**config.mk**
```make
export PLATFORM = sky130hd
export DESIGN_NAME = pcd_top
export DESIGN_NICKNAME = d
export VERILOG_FILES = /design/src/pcd_nvstore.v /design/src/pcd_top.v
export VERILOG_INCLUDE_DIRS = /design/src
export SDC_FILE = /design/constraint.sdc
export NUM_CORES = 1
export LEC_CHECK = 0
export ABC_AREA = 0
export BUFFER_PORTS_ARGS = -buffer_cell sky130_fd_sc_hd__buf_2
export CORE_UTILIZATION = 45
export CTS_CLUSTER_SIZE = 40
export DETAILED_ROUTE_END_ITERATION = 16
export HOLD_SLACK_MARGIN = 0.02
export PLACE_DENSITY_LB_ADDON = 0.25
export SLEW_MARGIN = 20
export SYNTH_ARGS = -nofsm -noshare
export SYNTH_HDL_FRONTEND = slang
export SYNTH_SLANG_ARGS = --single-unit
```
**constraint.sdc**
```tcl
create_clock -name clock -period 5.65 [get_ports clock]
set_clock_uncertainty 0.05 [all_clocks]
set_input_delay 0 -clock clock [delete_from_list [all_inputs] [get_ports clock]]
set_output_delay 0 -clock clock [all_outputs]
set_load 0.005 [all_outputs]
```
**src/pcd_map.vh**
```
// Purpose: constants for the programmable clock divider
// Assumes: 9-bit mode and divider words
// Notes: included by the store and the top module
`ifndef PCD_MAP_VH
`define PCD_MAP_VH

// ********************
// word layout
// ********************
`define PCD_WORD_W 9
`define PCD_SEL_MODE 1'b0
`define PCD_SEL_DIV 1'b1
`define PCD_SRC_BIT 0
`define PCD_DIRECT_BIT 1
`define PCD_BYPASS_BIT 2
`define PCD_PSEL_BIT 3
`define PCD_SLEEP_BIT 4
`define PCD_REFDIS_BIT 5

// ********************
// stored defaults
// ********************
`define PCD_MODE_RESET 9'h010
`define PCD_DIV_RESET 9'h000

// ********************
// divider
// ********************
`define PCD_CNT_W 10
`define PCD_DIV_OFFSET 10'h002

`endif

```
**src/pcd_nvstore.v**
```verilog
// Purpose: non-volatile store of the mode and divider words
// Assumes: contents survive reset; read data registered
// Notes: write allowed only when the top module says so
`timescale 1ns/1ps
`default_nettype none
`include "pcd_map.vh"

module pcd_nvstore (
  input wire clock,
  input wire ce,
  input wire write_en,
  input wire word_sel,
  input wire [8:0] write_data,
  output reg [8:0] mode_out,
  output reg [8:0] div_out,
  output reg [8:0] read_data
);
  reg [8:0] cells [0:1];

  // ********************
  // factory contents
  // ********************
  initial begin
    cells[0] = `PCD_MODE_RESET;
    cells[1] = `PCD_DIV_RESET;
    mode_out = `PCD_MODE_RESET;
    div_out = `PCD_DIV_RESET;
    read_data = `PCD_MODE_RESET;
  end

  // ********************
  // access
  // ********************
  always @(posedge clock) begin
    if (ce) begin
      if (write_en) begin
        cells[word_sel] <= write_data;
      end
      mode_out <= cells[0];
      div_out <= cells[1];
      read_data <= cells[word_sel];
    end
  end
endmodule // pcd_nvstore

`default_nettype wire

```
**src/pcd_top.v**
```verilog
// Purpose: clock generator with prescaler, divider, gating and power-down
// Assumes: reference and control inputs synchronous to clock
// Notes: on-chip oscillator runs at half the clock rate
//
// Summary of operation
// [RULE1] output gate high: divided clock runs at reference, prescaler, divider rate
// [RULE2] output gate low: divided clock stops low, never truncating a pulse
// [RULE3] gated off: reference keeps running, divide counter held in reset
// [RULE4] gate high again: first divided transition at the next reference rise, within one reference period
// [RULE5] sleep bit set and shared pin low: oscillator stops, power-down
// [RULE6] power-down: divided clock off, then reference pin off, then oscillator off
// [RULE7] sleep bit clear: shared pin picks source, high on-chip, low external
// [RULE8] reference pin carries mux output, ignores gate, stops cleanly at power-down
// [RULE9] reference disable bit set: reference pin permanently high impedance
// [RULE10] settings change only in programming mode, take effect after power cycle
// [RULE11] configuration held as two 9-bit stored words, mode and divider
// [RULE12] programmer writes mode word top three bits as zero
// [RULE13] source pick bit: 1 external reference, 0 on-chip oscillator
// [RULE14] direct route bit: divider bypassed, reference straight to divided pin
// [RULE15] direct route with on-chip source still applies the prescaler
// [RULE16] prescale bypass bit 1 removes prescaler, 0 inserts it
// [RULE17] prescale select 0 divides by four, 1 by two
// [RULE18] external reference never prescaled; divided by divisor or by one
// [RULE19] divisor equals stored divider value plus two
// [RULE20] reference disable bit clear: prescaled reference drives reference pin
// [RULE21] output gate sampled on reference rise, gates divider output
// [RULE22] source changeover holds outputs low, no short pulse; code holds mux output low, div_clk_out keeps its level unless direct
`timescale 1ns/1ps
`default_nettype none
`include "pcd_map.vh"

module pcd_top (
  input wire clock,
  input wire rst,
  input wire ce,
  input wire output_gate,
  input wire shared_sleep_select_pin,
  input wire ext_ref_pin,
  input wire prog_mode,
  input wire prog_write,
  input wire prog_word_sel,
  input wire [8:0] prog_data,
  output reg [8:0] prog_rdata,
  output reg div_clk_out,
  output reg div_clk_oe_n,
  output reg reference_clock_pin,
  output reg ref_clk_oe_n,
  output reg asleep
);
  // ********************
  // power sequencer states
  // ********************
  localparam [3:0] ST_RUN = 4'b0001;
  localparam [3:0] ST_OUTOFF = 4'b0010;
  localparam [3:0] ST_REFOFF = 4'b0100;
  localparam [3:0] ST_OSCOFF = 4'b1000;

  reg [3:0] state;
  reg [3:0] next_state;
  reg load_pend;
  reg cfg_loaded;
  reg prog_active;
  reg [8:0] mode_act;
  reg [8:0] div_act;
  reg [2:0] pcnt;
  reg mclk;
  reg cur_ext;
  reg switching;
  reg gate_s;
  reg [9:0] cnt;
  reg [9:0] next_cnt;
  reg next_out;

  wire [8:0] store_mode;
  wire [8:0] store_div;
  wire [8:0] store_rdata;

  // ********************
  // mode decode
  // ********************
  wire live = cfg_loaded & ~prog_active;
  wire src_bit = mode_act[`PCD_SRC_BIT];
  wire direct = mode_act[`PCD_DIRECT_BIT];
  wire bypass = mode_act[`PCD_BYPASS_BIT];
  wire psel = mode_act[`PCD_PSEL_BIT];
  wire sleep_bit = mode_act[`PCD_SLEEP_BIT];
  wire ref_dis = mode_act[`PCD_REFDIS_BIT];
  wire pd_req = live & sleep_bit & ~shared_sleep_select_pin; // [RULE5]
  wire want_ext = sleep_bit ? src_bit : ~shared_sleep_select_pin; // [RULE7] [RULE13]
  wire osc_run = live & (state != ST_OSCOFF); // [RULE3]

  // divisor and high-phase length
  wire [9:0] divisor = {1'b0, div_act} + `PCD_DIV_OFFSET; // [RULE19]
  wire [9:0] top = divisor - 10'h001;
  wire [9:0] half = (divisor + 10'h001) >> 1;

  // ********************
  // reference levels
  // ********************
  function ref_level;
    input sel_ext;
    input ext_in;
    input [2:0] osc_cnt;
    input byp;
    input sel2;
    begin
      if (sel_ext) begin
        ref_level = ext_in; // [RULE18]
      end else if (byp) begin
        ref_level = osc_cnt[0]; // [RULE16]
      end else begin
        ref_level = sel2 ? osc_cnt[1] : osc_cnt[2]; // [RULE17]
      end
    end
  endfunction

  wire cur_level = ref_level(cur_ext, ext_ref_pin, pcnt, bypass, psel);
  wire new_level = ref_level(want_ext, ext_ref_pin, pcnt, bypass, psel);
  wire hold_mclk = ~osc_run | switching | (state == ST_REFOFF); // [RULE22]
  wire next_mclk = hold_mclk ? 1'b0 : cur_level;
  wire rise = next_mclk & ~mclk;
  wire next_gate = rise ? (output_gate & (state == ST_RUN)) : gate_s; // [RULE21]

  // ********************
  // divided output path
  // ********************
  always @* begin
    next_cnt = cnt;
    next_out = div_clk_out;
    if (direct) begin
      next_cnt = top;
      next_out = next_mclk & next_gate; // [RULE14] [RULE15]
    end else if (rise) begin
      if (next_gate | div_clk_out) begin
        next_cnt = (cnt >= top) ? 10'h000 : cnt + 10'h001; // [RULE1]
        next_out = next_cnt < half;
      end else begin
        next_cnt = top; // [RULE3] [RULE4]
        next_out = 1'b0; // [RULE2]
      end
    end
  end

  // ********************
  // power sequencer
  // ********************
  always @* begin
    case (state)
      ST_RUN: begin
        next_state = pd_req ? ST_OUTOFF : ST_RUN;
      end
      ST_OUTOFF: begin
        next_state = (~gate_s & ~div_clk_out) ? ST_REFOFF : ST_OUTOFF; // [RULE6]
      end
      ST_REFOFF: begin
        next_state = ~mclk ? ST_OSCOFF : ST_REFOFF; // [RULE6] [RULE8]
      end
      ST_OSCOFF: begin
        next_state = pd_req ? ST_OSCOFF : ST_RUN;
      end
      default: begin
        next_state = ST_RUN;
      end
    endcase
  end

  // ********************
  // configuration load
  // ********************
  always @(posedge clock) begin
    if (rst) begin
      load_pend <= 1'b1;
      cfg_loaded <= 1'b0;
      prog_active <= 1'b0;
      mode_act <= `PCD_MODE_RESET;
      div_act <= `PCD_DIV_RESET;
    end else if (ce) begin
      if (load_pend) begin
        load_pend <= 1'b0;
        cfg_loaded <= 1'b1;
        prog_active <= prog_mode; // [RULE10]
        mode_act <= store_mode; // [RULE11]
        div_act <= store_div; // [RULE11]
      end
    end
  end

  // ********************
  // oscillator, mux and divider
  // ********************
  always @(posedge clock) begin
    if (rst) begin
      state <= ST_RUN;
      pcnt <= 3'h0;
      mclk <= 1'b0;
      cur_ext <= 1'b0;
      switching <= 1'b0;
      gate_s <= 1'b0;
      cnt <= 10'h000;
      div_clk_out <= 1'b0;
      div_clk_oe_n <= 1'b1;
      reference_clock_pin <= 1'b0;
      ref_clk_oe_n <= 1'b1;
      asleep <= 1'b0;
      prog_rdata <= 9'h000;
    end else if (ce) begin
      state <= live ? next_state : ST_RUN;
      if (osc_run) begin
        pcnt <= pcnt + 3'h1; // [RULE3]
      end
      if (~cfg_loaded) begin
        cur_ext <= want_ext;
      end else if (~switching) begin
        if (want_ext != cur_ext && ~mclk) begin
          switching <= 1'b1; // [RULE22]
        end
      end else if (~new_level) begin
        cur_ext <= want_ext; // [RULE22]
        switching <= 1'b0;
      end
      mclk <= next_mclk;
      gate_s <= next_gate;
      cnt <= next_cnt;
      div_clk_out <= next_out & live;
      div_clk_oe_n <= ~live | (state == ST_REFOFF) | (state == ST_OSCOFF) |
                      (next_state == ST_REFOFF); // [RULE6]
      reference_clock_pin <= next_mclk; // [RULE8] [RULE20]
      ref_clk_oe_n <= ~live | ref_dis | (state == ST_OSCOFF) |
                      (next_state == ST_OSCOFF); // [RULE9] [RULE8]
      asleep <= (state == ST_OSCOFF);
      prog_rdata <= store_rdata;
    end
  end

  // ********************
  // stored words
  // ********************
  pcd_nvstore u_store (
    .clock(clock),
    .ce(ce),
    .write_en(prog_write & prog_active & cfg_loaded), // [RULE10]
    .word_sel(prog_word_sel),
    .write_data(prog_data),
    .mode_out(store_mode),
    .div_out(store_div),
    .read_data(store_rdata)
  );
endmodule // pcd_top

`default_nettype wire

```
# == After elaboration in Yosys (flattened, before gate mapping) ==
# Memories as Yosys holds them, arrays and structs flattened. A register that Yosys moved wholly into a read port is not among the register bits.
# Cells that the tools add are included.
# classes
n_addsub,5
n_lt_le_gt_ge,2
n_eq_ne,10
mux,29
bitwise,27
n_reduce_logical,7
# ops
op,count
$mux 10,4
$add 10x1->10 const B,2
$mux 1,19
$pmux 4 s4,1
$mux 4,3
$and 1x1->1,11
$add 9x2->10 const B,1
$ge 10x10->1,1
$lt 10x9->1,1
$sub 10x1->10 const B,1
$or 1x1->1,9
$eq 4x3->1 const B,2
$eq 4x4->1 const B,2
$reduce_and 2->1,4
$not 1->1,7
$eq 4x1->1 const B,1
$eq 4x2->1 const B,1
$ne 4x4->1 const B,1
$add 3x1->3 const B,1
$mux 3,1
$reduce_and 3->1,1
$mux 2,1
$ne 2x1->1 const B,1
$ne 2x2->1 const B,1
other kinds (3),3
# word_totals
reg_bits,52
mem_bits_rw,18
n_memories,1
# mem_list
name,depth,word_bits,read_ports,rd_clocked_by_memory_dff,write_ports,line_no,rtl
u_store.cells,2,9,3,3,1,pcd_nvstore.v:18,reg [8:0] cells [0:1];

# == Logic depth before layout (Yosys ltp) ==
# Gate-level depths: netlist of run 1.
# logic_depth
depth_word,14
ltp_mapped,19
ltp_nobuf,18

# == By module ==
# From an unflattened synthesis of run 1, not the netlist that was laid out.
# unflattened
hier_cells,488
area_unflattened_um2,4972.3
# modules_own_cells
module,instances,cells_per_inst,area_per_inst_um2
pcd_top,1,431,3460.8
pcd_nvstore,1,57,1511.4

# == Least setup slack after synthesis of run 1 ==
# No wires, ideal clock.
# synth_timing
kind,reg-to-reg
startpoint,register div_act[1]
endpoint,register div_clk_out
arrival_ns,3.909
path_slack_ns,1.596
stages_incl_launch_ff,18
n_path_buf,1
synth_period_minus_slack_ns,4.054
path_cell_list,dfxtp_1 -> ha_1 -> buf_2 -> nand3_1 -> xor2_2 -> o2111ai_1 -> nor3_1 -> nor2_1 -> ha_1 -> nand4_1 -> o31ai_2 -> nor3_1 -> ha_1 -> a21o_1 -> a211oi_1 -> o211ai_1 -> a211o_1 -> a221oi_1
# synth_via
elab_chain_cells,9
# synth_lines
element,line_no,rtl
start: declaration,pcd_top.v:64,reg [8:0] div_act;
start signal: assignment,pcd_top.v:176,div_act <= `PCD_DIV_RESET;
start signal: assignment,pcd_top.v:183,div_act <= store_div;
$add 9x2->10 (no line) (*),n/a,
$sub 10x1->10,pcd_top.v:94,wire [9:0] top = divisor - 10'h001;
$ge 10x10->1,pcd_top.v:135,next_cnt = (cnt >= top) ? 10'h000 : cnt + 10'h001;
$mux 10,pcd_top.v:135,
$lt 10x9->1 (*),pcd_top.v:136,next_out = next_cnt < half;
$mux 1 (*),pcd_top.v:134,if (next_gate | div_clk_out) begin
$mux 1 (*),pcd_top.v:133,end else if (rise) begin
$mux 1 (*),pcd_top.v:130,if (direct) begin
$and 1x1->1 (*),pcd_top.v:224,div_clk_out <= next_out & live;
end signal: assignment,pcd_top.v:224,
end: declaration,pcd_top.v:44,"output reg div_clk_out,"
# Mark *: on every way between the ends. The rest lies on a longest branch, timed or not.
# A chain may end at the register's enable or synchronous reset.

# == Worst setup path after layout of run 1 ==
# Same ends and word-level chain as after synthesis.

==> results.ini, run 1 <==
[run_status]
status = finished, final reports clean

[cells_and_area]
fin_nets = 551
utilization = 0.514
drive_gt1_frac = 0.142
nFillCells = 953
fin_area_um2 = 5330
diodes = 0
area_growth_pct = 10.2

[synthesis]
syn_avg_cell_area_um2 = 10.1
ys_warn_count = 0
synth_nets = 520
ys_seq_area_frac = 0.476
async_flop_share = 0
syn-cell-area_um2 = 4840
yosysTopAreaCellShare = 0.261
ys_ff_latch = 94
synth-main-ff-cell = dfxtp_1
synth_area_leader_cell = edfxtp_1
yosysUniqueCellTypes = 69
syn_inst = 477
synth_area_leaders = edfxtp_1, dfxtp_1, ha_1, nand2_1, a21oi_1
synth_edf_count = 42

[hold_path]
hp-class = input pin to register

[sta]
fmax_mhz = 213
tightest_slew_ps = 826
fin_crit_ps = 4700
setup_tns_ps = 0
finalCritPeriodShare = 0.832
finalHoldViolations = 0
holdWs_ps = 71.2
slew_headroom = 0.447
final-setup-viol-count = 0
rsz0062_at_grt = no
layout_setup_ws_ps = 950
finalMaxSlewViolations = 0

[setup_path]
reg2reg_slack_ps = 950
reg2reg_depth = 17
cp_data_arrival_time_ps = 4930
r2r-end = div_clk_out
r2r-start = div_act[1]
worstSetupStartpoint = div_act[1]
required_ps = 5880
cp_max_fo = 10
end_kind = register
crit_path_end = div_clk_out
critical_path_class = register to register
worst_setup_path_start_kind = register

[route]
routed_via_density = 5.45
drcViolationCount = 0
post_drt_wl_per_cell_um = 15.3
dr_total_vias = 3534
dr.pass1.iters = 4
antenna_left = 0
drt_iter0_markers = 174
wirelength_um = 9930

[floorplanning]
initial_utilization = 0.467
coreArea_um2 = 10400
dieArea_um2 = 11200
chipWidth_um = 106
ioPinCount = 32
rows = 37
die_y_um = 106

[clocking]
clkLatencyLatePin_ps = 380
cts.sinks = 94
clk_pin_slew_ps = 110
cts_buffers = 9
clock_path_buffers = 2
cts_root_buf = clkbuf_8
cts_max_level = 3
cts_tree = yes

[grt]
grt_pass1_wl_um = 17000
grt_max_degree = 43
track_usage = 0.194
antenna_found_initial = 0
grt-ovfl-total = 0
grt_pass1_vias = 3561

[placement]
place.gp.congestion = 0.841
dp_hpwl_um = 7120
io_buffers = 31
placed_area_um2 = 5020
place_ws_ps = 1000

[pwr]
p_per_area_nw_per_um2 = 254
peakVddDrop_uv = 163
leakage_nw = 1.99

[flow_run]
maxCapViolations = 0

==> cell usage after synthesis, types with 4 or more instances <==
library cell and count:
nand2b_1 7, edfxtp_1 42, xnor2_1 17, nor3_1 15, mux2i_1 14, and3_1 4
nor2_1 40, ha_1 25, a31oi_1 11, clkbuf_1 13, o21ai_0 18, or3_1 4
dfxtp_1 52, mux2_2 10, a21oi_1 31, inv_1 12, xor2_1 13, nand2_1 56
nand3_1 18, a211oi_1 4
==> area by class of cell <==
type	count	area, um2	area share
multi-input combinational	347	2340	0.439
sequential	94	2300	0.432
timing repair buffer	44	283	0.0530
tap	136	170	0.0319
clock buffer	9	124	0.0232
clock inverter	7	66.3	0.0124
inverter	12	45.0	0.00845
==> layer usage <==
metal  vias up  GRT usage  wire length, um
met1      1657      0.252             4640
li1       1779          -                -
met4         0     0.0833              179
met3        17     0.0377              409
met2        81      0.314             4700
met5         -          0                0
==> power breakdown <==
part           switching (mW)  internal (mW)  leakage, nW
sequential             0.0215          0.731        0.822
combinational          0.0946         0.0691         1.07
clock                   0.265          0.171       0.0953
total                   0.381          0.971         1.99
==> sequential cells by signal, indices dropped and copies added (netlist names), 3 cells and up <==
signal,flops
u_store.cells,18
cnt,10
div_act,9
prog_rdata,9
u_store.div_out,9
u_store.read_data,9
mode_act,6
u_store.mode_out,6
state,4
pcnt,3
==> cells by family after synthesis <==
kind of cell | after synthesis | share of synthesized area
xor gates and xnor gates | 32 | 0.0634
AOI/OAI and AO/OA | 93 | 0.124
DFF | 94 | 0.476
and+or+nand+nor | 171 | 0.174
buffers and inverters | 36 | 0.0403
adders and majority gates | 25 | 0.0646
muxes | 26 | 0.0582
==> repair_timing <==
| item | CTS | global route |
|---|---|---|
| resized for setup | 0 | 0 |
| buffers inserted | 0 | 0 |
| hold buffers | 12 | 0 |
| endpoints found under the hold margin | 22 | 0 |
==> per-stage QoR <==
step,total power [mW],instances
3_5_place_dp,0.924,621
6_report,1.35,649
5_1_grt,1.42,649
3_3_place_gp,0.920,621
4_1_cts,1.37,649
2_1_floorplan,0.881,477
==> cells in the final DEF (no fill, tap or decap), types with 3 or more instances in the layout <==
cell type and instances:
nand4_1 3, mux2_2 10, or3_1 4, clkbuf_8 9, nor2b_1 3, o21ai_0 18, a211oi_1 4, nand3_1 18
nor4_1 3, nor2_1 40, buf_2 31, a31oi_1 11, ha_1 25, a211o_1 3, xor2_1 13, nand2_1 56
and3_1 4, xnor2_1 17, inv_6 3, nand2b_1 7, dlygate4sd3_1 12, edfxtp_1 42, inv_1 12, nor3_1 15
or3b_2 3, dfxtp_1 52, mux2i_1 14, a21oi_1 31
==> worst max-delay path, cell delays in order (launching register included) <==
cell and delay, ps:
dfxtp_1 470, ha_1 340, nand3_1 150, xor2_2 340, o2111ai_1 240, nor3_1 280, nor2_1 90, ha_1 330
nand4_1 150, o31ai_2 610, nor3_1 160, ha_1 330, a21oi_1 140, nor2_1 60, a211oi_1 260, o211ai_1 110
a211o_1 270, a221oi_1 230
==> worst min path at each step <==
stage	cells after the start	slack [ps]	from	endpoint
finish	1	70	ce	u_store.div_out[2]
global route	1	80	ce	u_store.div_out[2]
CTS	1	50	ce	u_store.div_out[2]
detailed placement	1	150	prog_data[5]	u_store.cells[0][5]
global placement	1	140	prog_data[7]	u_store.cells[0][7]
floorplan	0	50	prog_data[0]	u_store.cells[0][0]
Note: power is estimated with default switching activity, not from simulation.
==> inputs of run 2 (changes only) <==
--- a/config.mk
+++ b/config.mk
@@ -6,7 +6,7 @@
 export SDC_FILE = /design/constraint.sdc
 export NUM_CORES = 1
 export LEC_CHECK = 0
-export ABC_AREA = 0
+export ABC_AREA = 1
 export BUFFER_PORTS_ARGS = -buffer_cell sky130_fd_sc_hd__buf_2
 export CORE_UTILIZATION = 45
 export CTS_CLUSTER_SIZE = 40
==> constraint.sdc (replaced) <==
create_clock -name clock -period 3.95 [get_ports clock]
set_clock_uncertainty 0.05 [all_clocks]
set_input_delay 0 -clock clock [delete_from_list [all_inputs] [get_ports clock]]
set_output_delay 0 -clock clock [all_outputs]
set_load 0.005 [all_outputs]
==> run 2 against run 1 <==
  * Fmax up 27%
  * Clock power up 60%
  * Flip-flop and latch count stayed put
  * Combinational power increased by 120%
  * Non-clock buffer count up 12
  * Critical path type unchanged
  * Largest power group unchanged
==> results.ini, run 2 <==
[route]
drt_iter0_markers = 198  ; was 174
dr_total_vias = 3794  ; was 3534
routed_via_density = 5.03  ; was 5.45
wirelength_um = 10200  ; was 9930 um
dr.pass1.iters = 5  ; was 4
antenna_left = 0  ; unchanged
drcViolationCount = 0  ; unchanged
post_drt_wl_per_cell_um = 13.5  ; was 15.3 um

[floorplanning]
coreArea_um2 = 10300  ; was 10400 um2
die_y_um = 105  ; was 106 um
initial_utilization = 0.464  ; was 0.467
ioPinCount = 32  ; unchanged
dieArea_um2 = 11000  ; was 11200 um2
rows = 37  ; unchanged
chipWidth_um = 105  ; was 106 um

[placement]
dp_cells = 720  ; was 621
place_ws_ps = 16.8  ; was 1000 ps
place.gp.congestion = 0.846  ; was 0.841
placed_area_um2 = 5090  ; was 5020 um2
io_buffers = 31  ; unchanged
dp_hpwl_um = 7360  ; was 7120 um

[sta]
finalCritPeriodShare = 0.937  ; was 0.832
fin_crit_ps = 3700  ; was 4700 ps
slew_headroom = 0.437  ; was 0.447
final-setup-viol-count = 0  ; unchanged
finalMaxSlewViolations = 0  ; unchanged
finalHoldViolations = 0  ; unchanged
tightest_slew_ps = 844  ; was 826 ps
layout_setup_ws_ps = 247  ; was 950 ps
holdWs_ps = 49.1  ; was 71.2 ps
fmax_mhz = 270  ; was 213 MHz
setup_tns_ps = 0  ; unchanged

[synthesis]
yosysUniqueCellTypes = 45  ; was 69
yosysMostFrequentCell = nand2_1  ; unchanged
synth_nets = 602  ; was 520
syn_inst = 559  ; was 477
yosysTopAreaCellShare = 0.264  ; was 0.261
synth_edf_count = 42  ; unchanged
synth-main-ff-cell = dfxtp_1  ; unchanged
synth_area_leaders = edfxtp_1, dfxtp_1, nand2_1, ha_1, nor2_1  ; was edfxtp_1, dfxtp_1, ha_1, nand2_1, a21oi_1
async_flop_share = 0  ; unchanged
synthTopCellsByCount = nand2_1, nor2_1, inv_1  ; was nand2_1, dfxtp_1, edfxtp_1
ys_warn_count = 0  ; unchanged
syn_avg_cell_area_um2 = 8.53  ; was 10.1 um2
synth_area_leader_cell = edfxtp_1  ; unchanged
ys_ff_latch = 94  ; unchanged
ys_seq_area_frac = 0.483  ; was 0.476
syn-cell-area_um2 = 4770  ; was 4840 um2

[grt]
antenna_found_initial = 0  ; unchanged
top_usage_layer = met2  ; unchanged
use_met1 = 0.242  ; was 0.252
grt_pass1_wl_um = 16700  ; was 17000 um
met3_usage = 0.0418  ; was 0.0377
grt_max_degree = 41  ; was 43
grt_use_met2 = 0.334  ; was 0.314
grt_pass1_vias = 3619  ; was 3561
grt-ovfl-total = 0  ; unchanged
track_usage = 0.194  ; about the same

[pwr]
fin_total_pwr_mw = 2.15  ; was 1.35 mW
peakVddDrop_uv = 292  ; was 163 uV
leakage_nw = 2.41  ; was 1.99 nW
p_per_area_nw_per_um2 = 379  ; was 254 nW/um2

[setup_path]
end_kind = register  ; unchanged
cp_data_arrival_time_ps = 3950  ; was 4930 ps
worst_setup_path_start_kind = register  ; unchanged
cp_slowest_stage_delay_ps = 380  ; was 610 ps
path_delay_family = simple AND/OR/NAND/NOR gates  ; was compound AO/OA/AOI/OAI gates
cp_slowest_cell = dfxtp_4  ; was o31ai_2
worstSetupStartpoint = div_act[1]  ; unchanged
cp_max_fo = 5  ; was 10
crit_buf_inv = 4  ; was 0
r2r-start = div_act[1]  ; unchanged
crit_top_cell = nand2_1  ; was ha_1
required_ps = 4200  ; was 5880 ps
critical_path_class = register to register  ; unchanged

[cells_and_area]
diodes = 0  ; unchanged
layout_commonest_cell = nand2_1  ; unchanged
largest_register_ff_count = 18  ; unchanged
fin_area_um2 = 5660  ; was 5330 um2
fin_nets = 656  ; was 551
nFillCells = 926  ; was 953
drive_gt1_frac = 0.196  ; was 0.142
regArea_um2 = 2310  ; was 2300 um2
regMostFlops = u_store.cells  ; unchanged
multiInputGateArea_um2 = 2320  ; was 2340 um2
area_growth_pct = 18.6  ; was 10.2%
layout_common_cells = nand2_1, nor2_1, inv_1, dfxtp_1, edfxtp_1  ; was nand2_1, dfxtp_1, edfxtp_1, nor2_1
top_regs = u_store.cells x18, cnt x10  ; unchanged
final_cells = 754  ; was 649
utilization = 0.550  ; was 0.514

[clocking]
clk_pin_slew_ps = 90  ; was 110 ps
cts_tree = yes  ; unchanged
cts_root_buf = clkbuf_8  ; unchanged
cts_buffers = 9  ; unchanged
clock_path_buffers = 2  ; unchanged
cts_max_level = 3  ; unchanged
cts.sinks = 94  ; unchanged
clkLatencyLatePin_ps = 360  ; was 380 ps

[flow_run]
maxCapViolations = 0  ; unchanged

[hold_path]
worstHoldStart = shared_sleep_select_pin  ; was ce
hp-class = input pin to register  ; unchanged

[run_status]
status = finished, final reports clean  ; unchanged

[run 2: worst reg2reg max path, stage by stage, from the launching register on]
cell,delay [ps]
dfxtp_4,380
ha_4,180
nand2_4,100
nor2_4,40
xor2_2,150
buf_4,150
nor3_4,230
nand3_2,130
xor2_2,160
inv_2,90
ha_4,200
nand2_4,80
inv_1,60
a21oi_2,150
nand3_2,90
inv_2,60
o21ai_0,70
a21oi_1,180
ha_1,290
a21oi_2,140
nor3_1,50
a211oi_1,200
nand2_1,90
nand2_1,60
nand2_1,40
nand2_1,50
nand2_1,50
a21oi_1,110
[run 2: area by class of cell]
cell class                      instances  area share
Multi-Input combinational cell        381       0.411
Tap cell                              136      0.0301
Clock inverter                          5      0.0144
Clock buffer                           11      0.0232
Inverter                               71      0.0473
Sequential cell                        94       0.409
Timing Repair Buffer                   56      0.0655
[run 2: worst paths after layout]
check	slack, ps	endpoint	cells after the start
max	250	div_clk_out	27
min	50	cur_ext	4
max reg2reg	250	div_clk_out	27
min reg2reg	400	u_store.div_out[0]	0
[run 2: what timing repair did]
item                                    CTS  global route
hold buffers                             11             0
endpoints found under the setup margin    1             2
buffers inserted                          0             7
gates resized for setup                   1            37
hold endpoints to repair                 29             0
pin swaps                                 0            16
[run 2: kinds of logic after synthesis]
family                   Yosys count  synth area share
AO/OA/AOI/OAI                    105             0.120
XOR/XNOR                          21            0.0488
adder cells (fa/ha/maj)           25            0.0656
buffers and inverters             84            0.0687
flip-flops                        94             0.483
AND/OR/NAND/NOR                  230             0.214
[run 2: power breakdown]
part           internal (mW)  switching [mW]  total [mW]
clock network          0.360           0.338       0.698
registers               1.06          0.0345        1.09
logic                  0.138           0.219       0.358
[run 2: routing by layer]
layer | part of all wire | vias to the layer above
met5 | 0 | -
met4 | 0.014 | 0
met3 | 0.044 | 14
met2 | 0.49 | 81
met1 | 0.45 | 1745
li1 | - | 1954
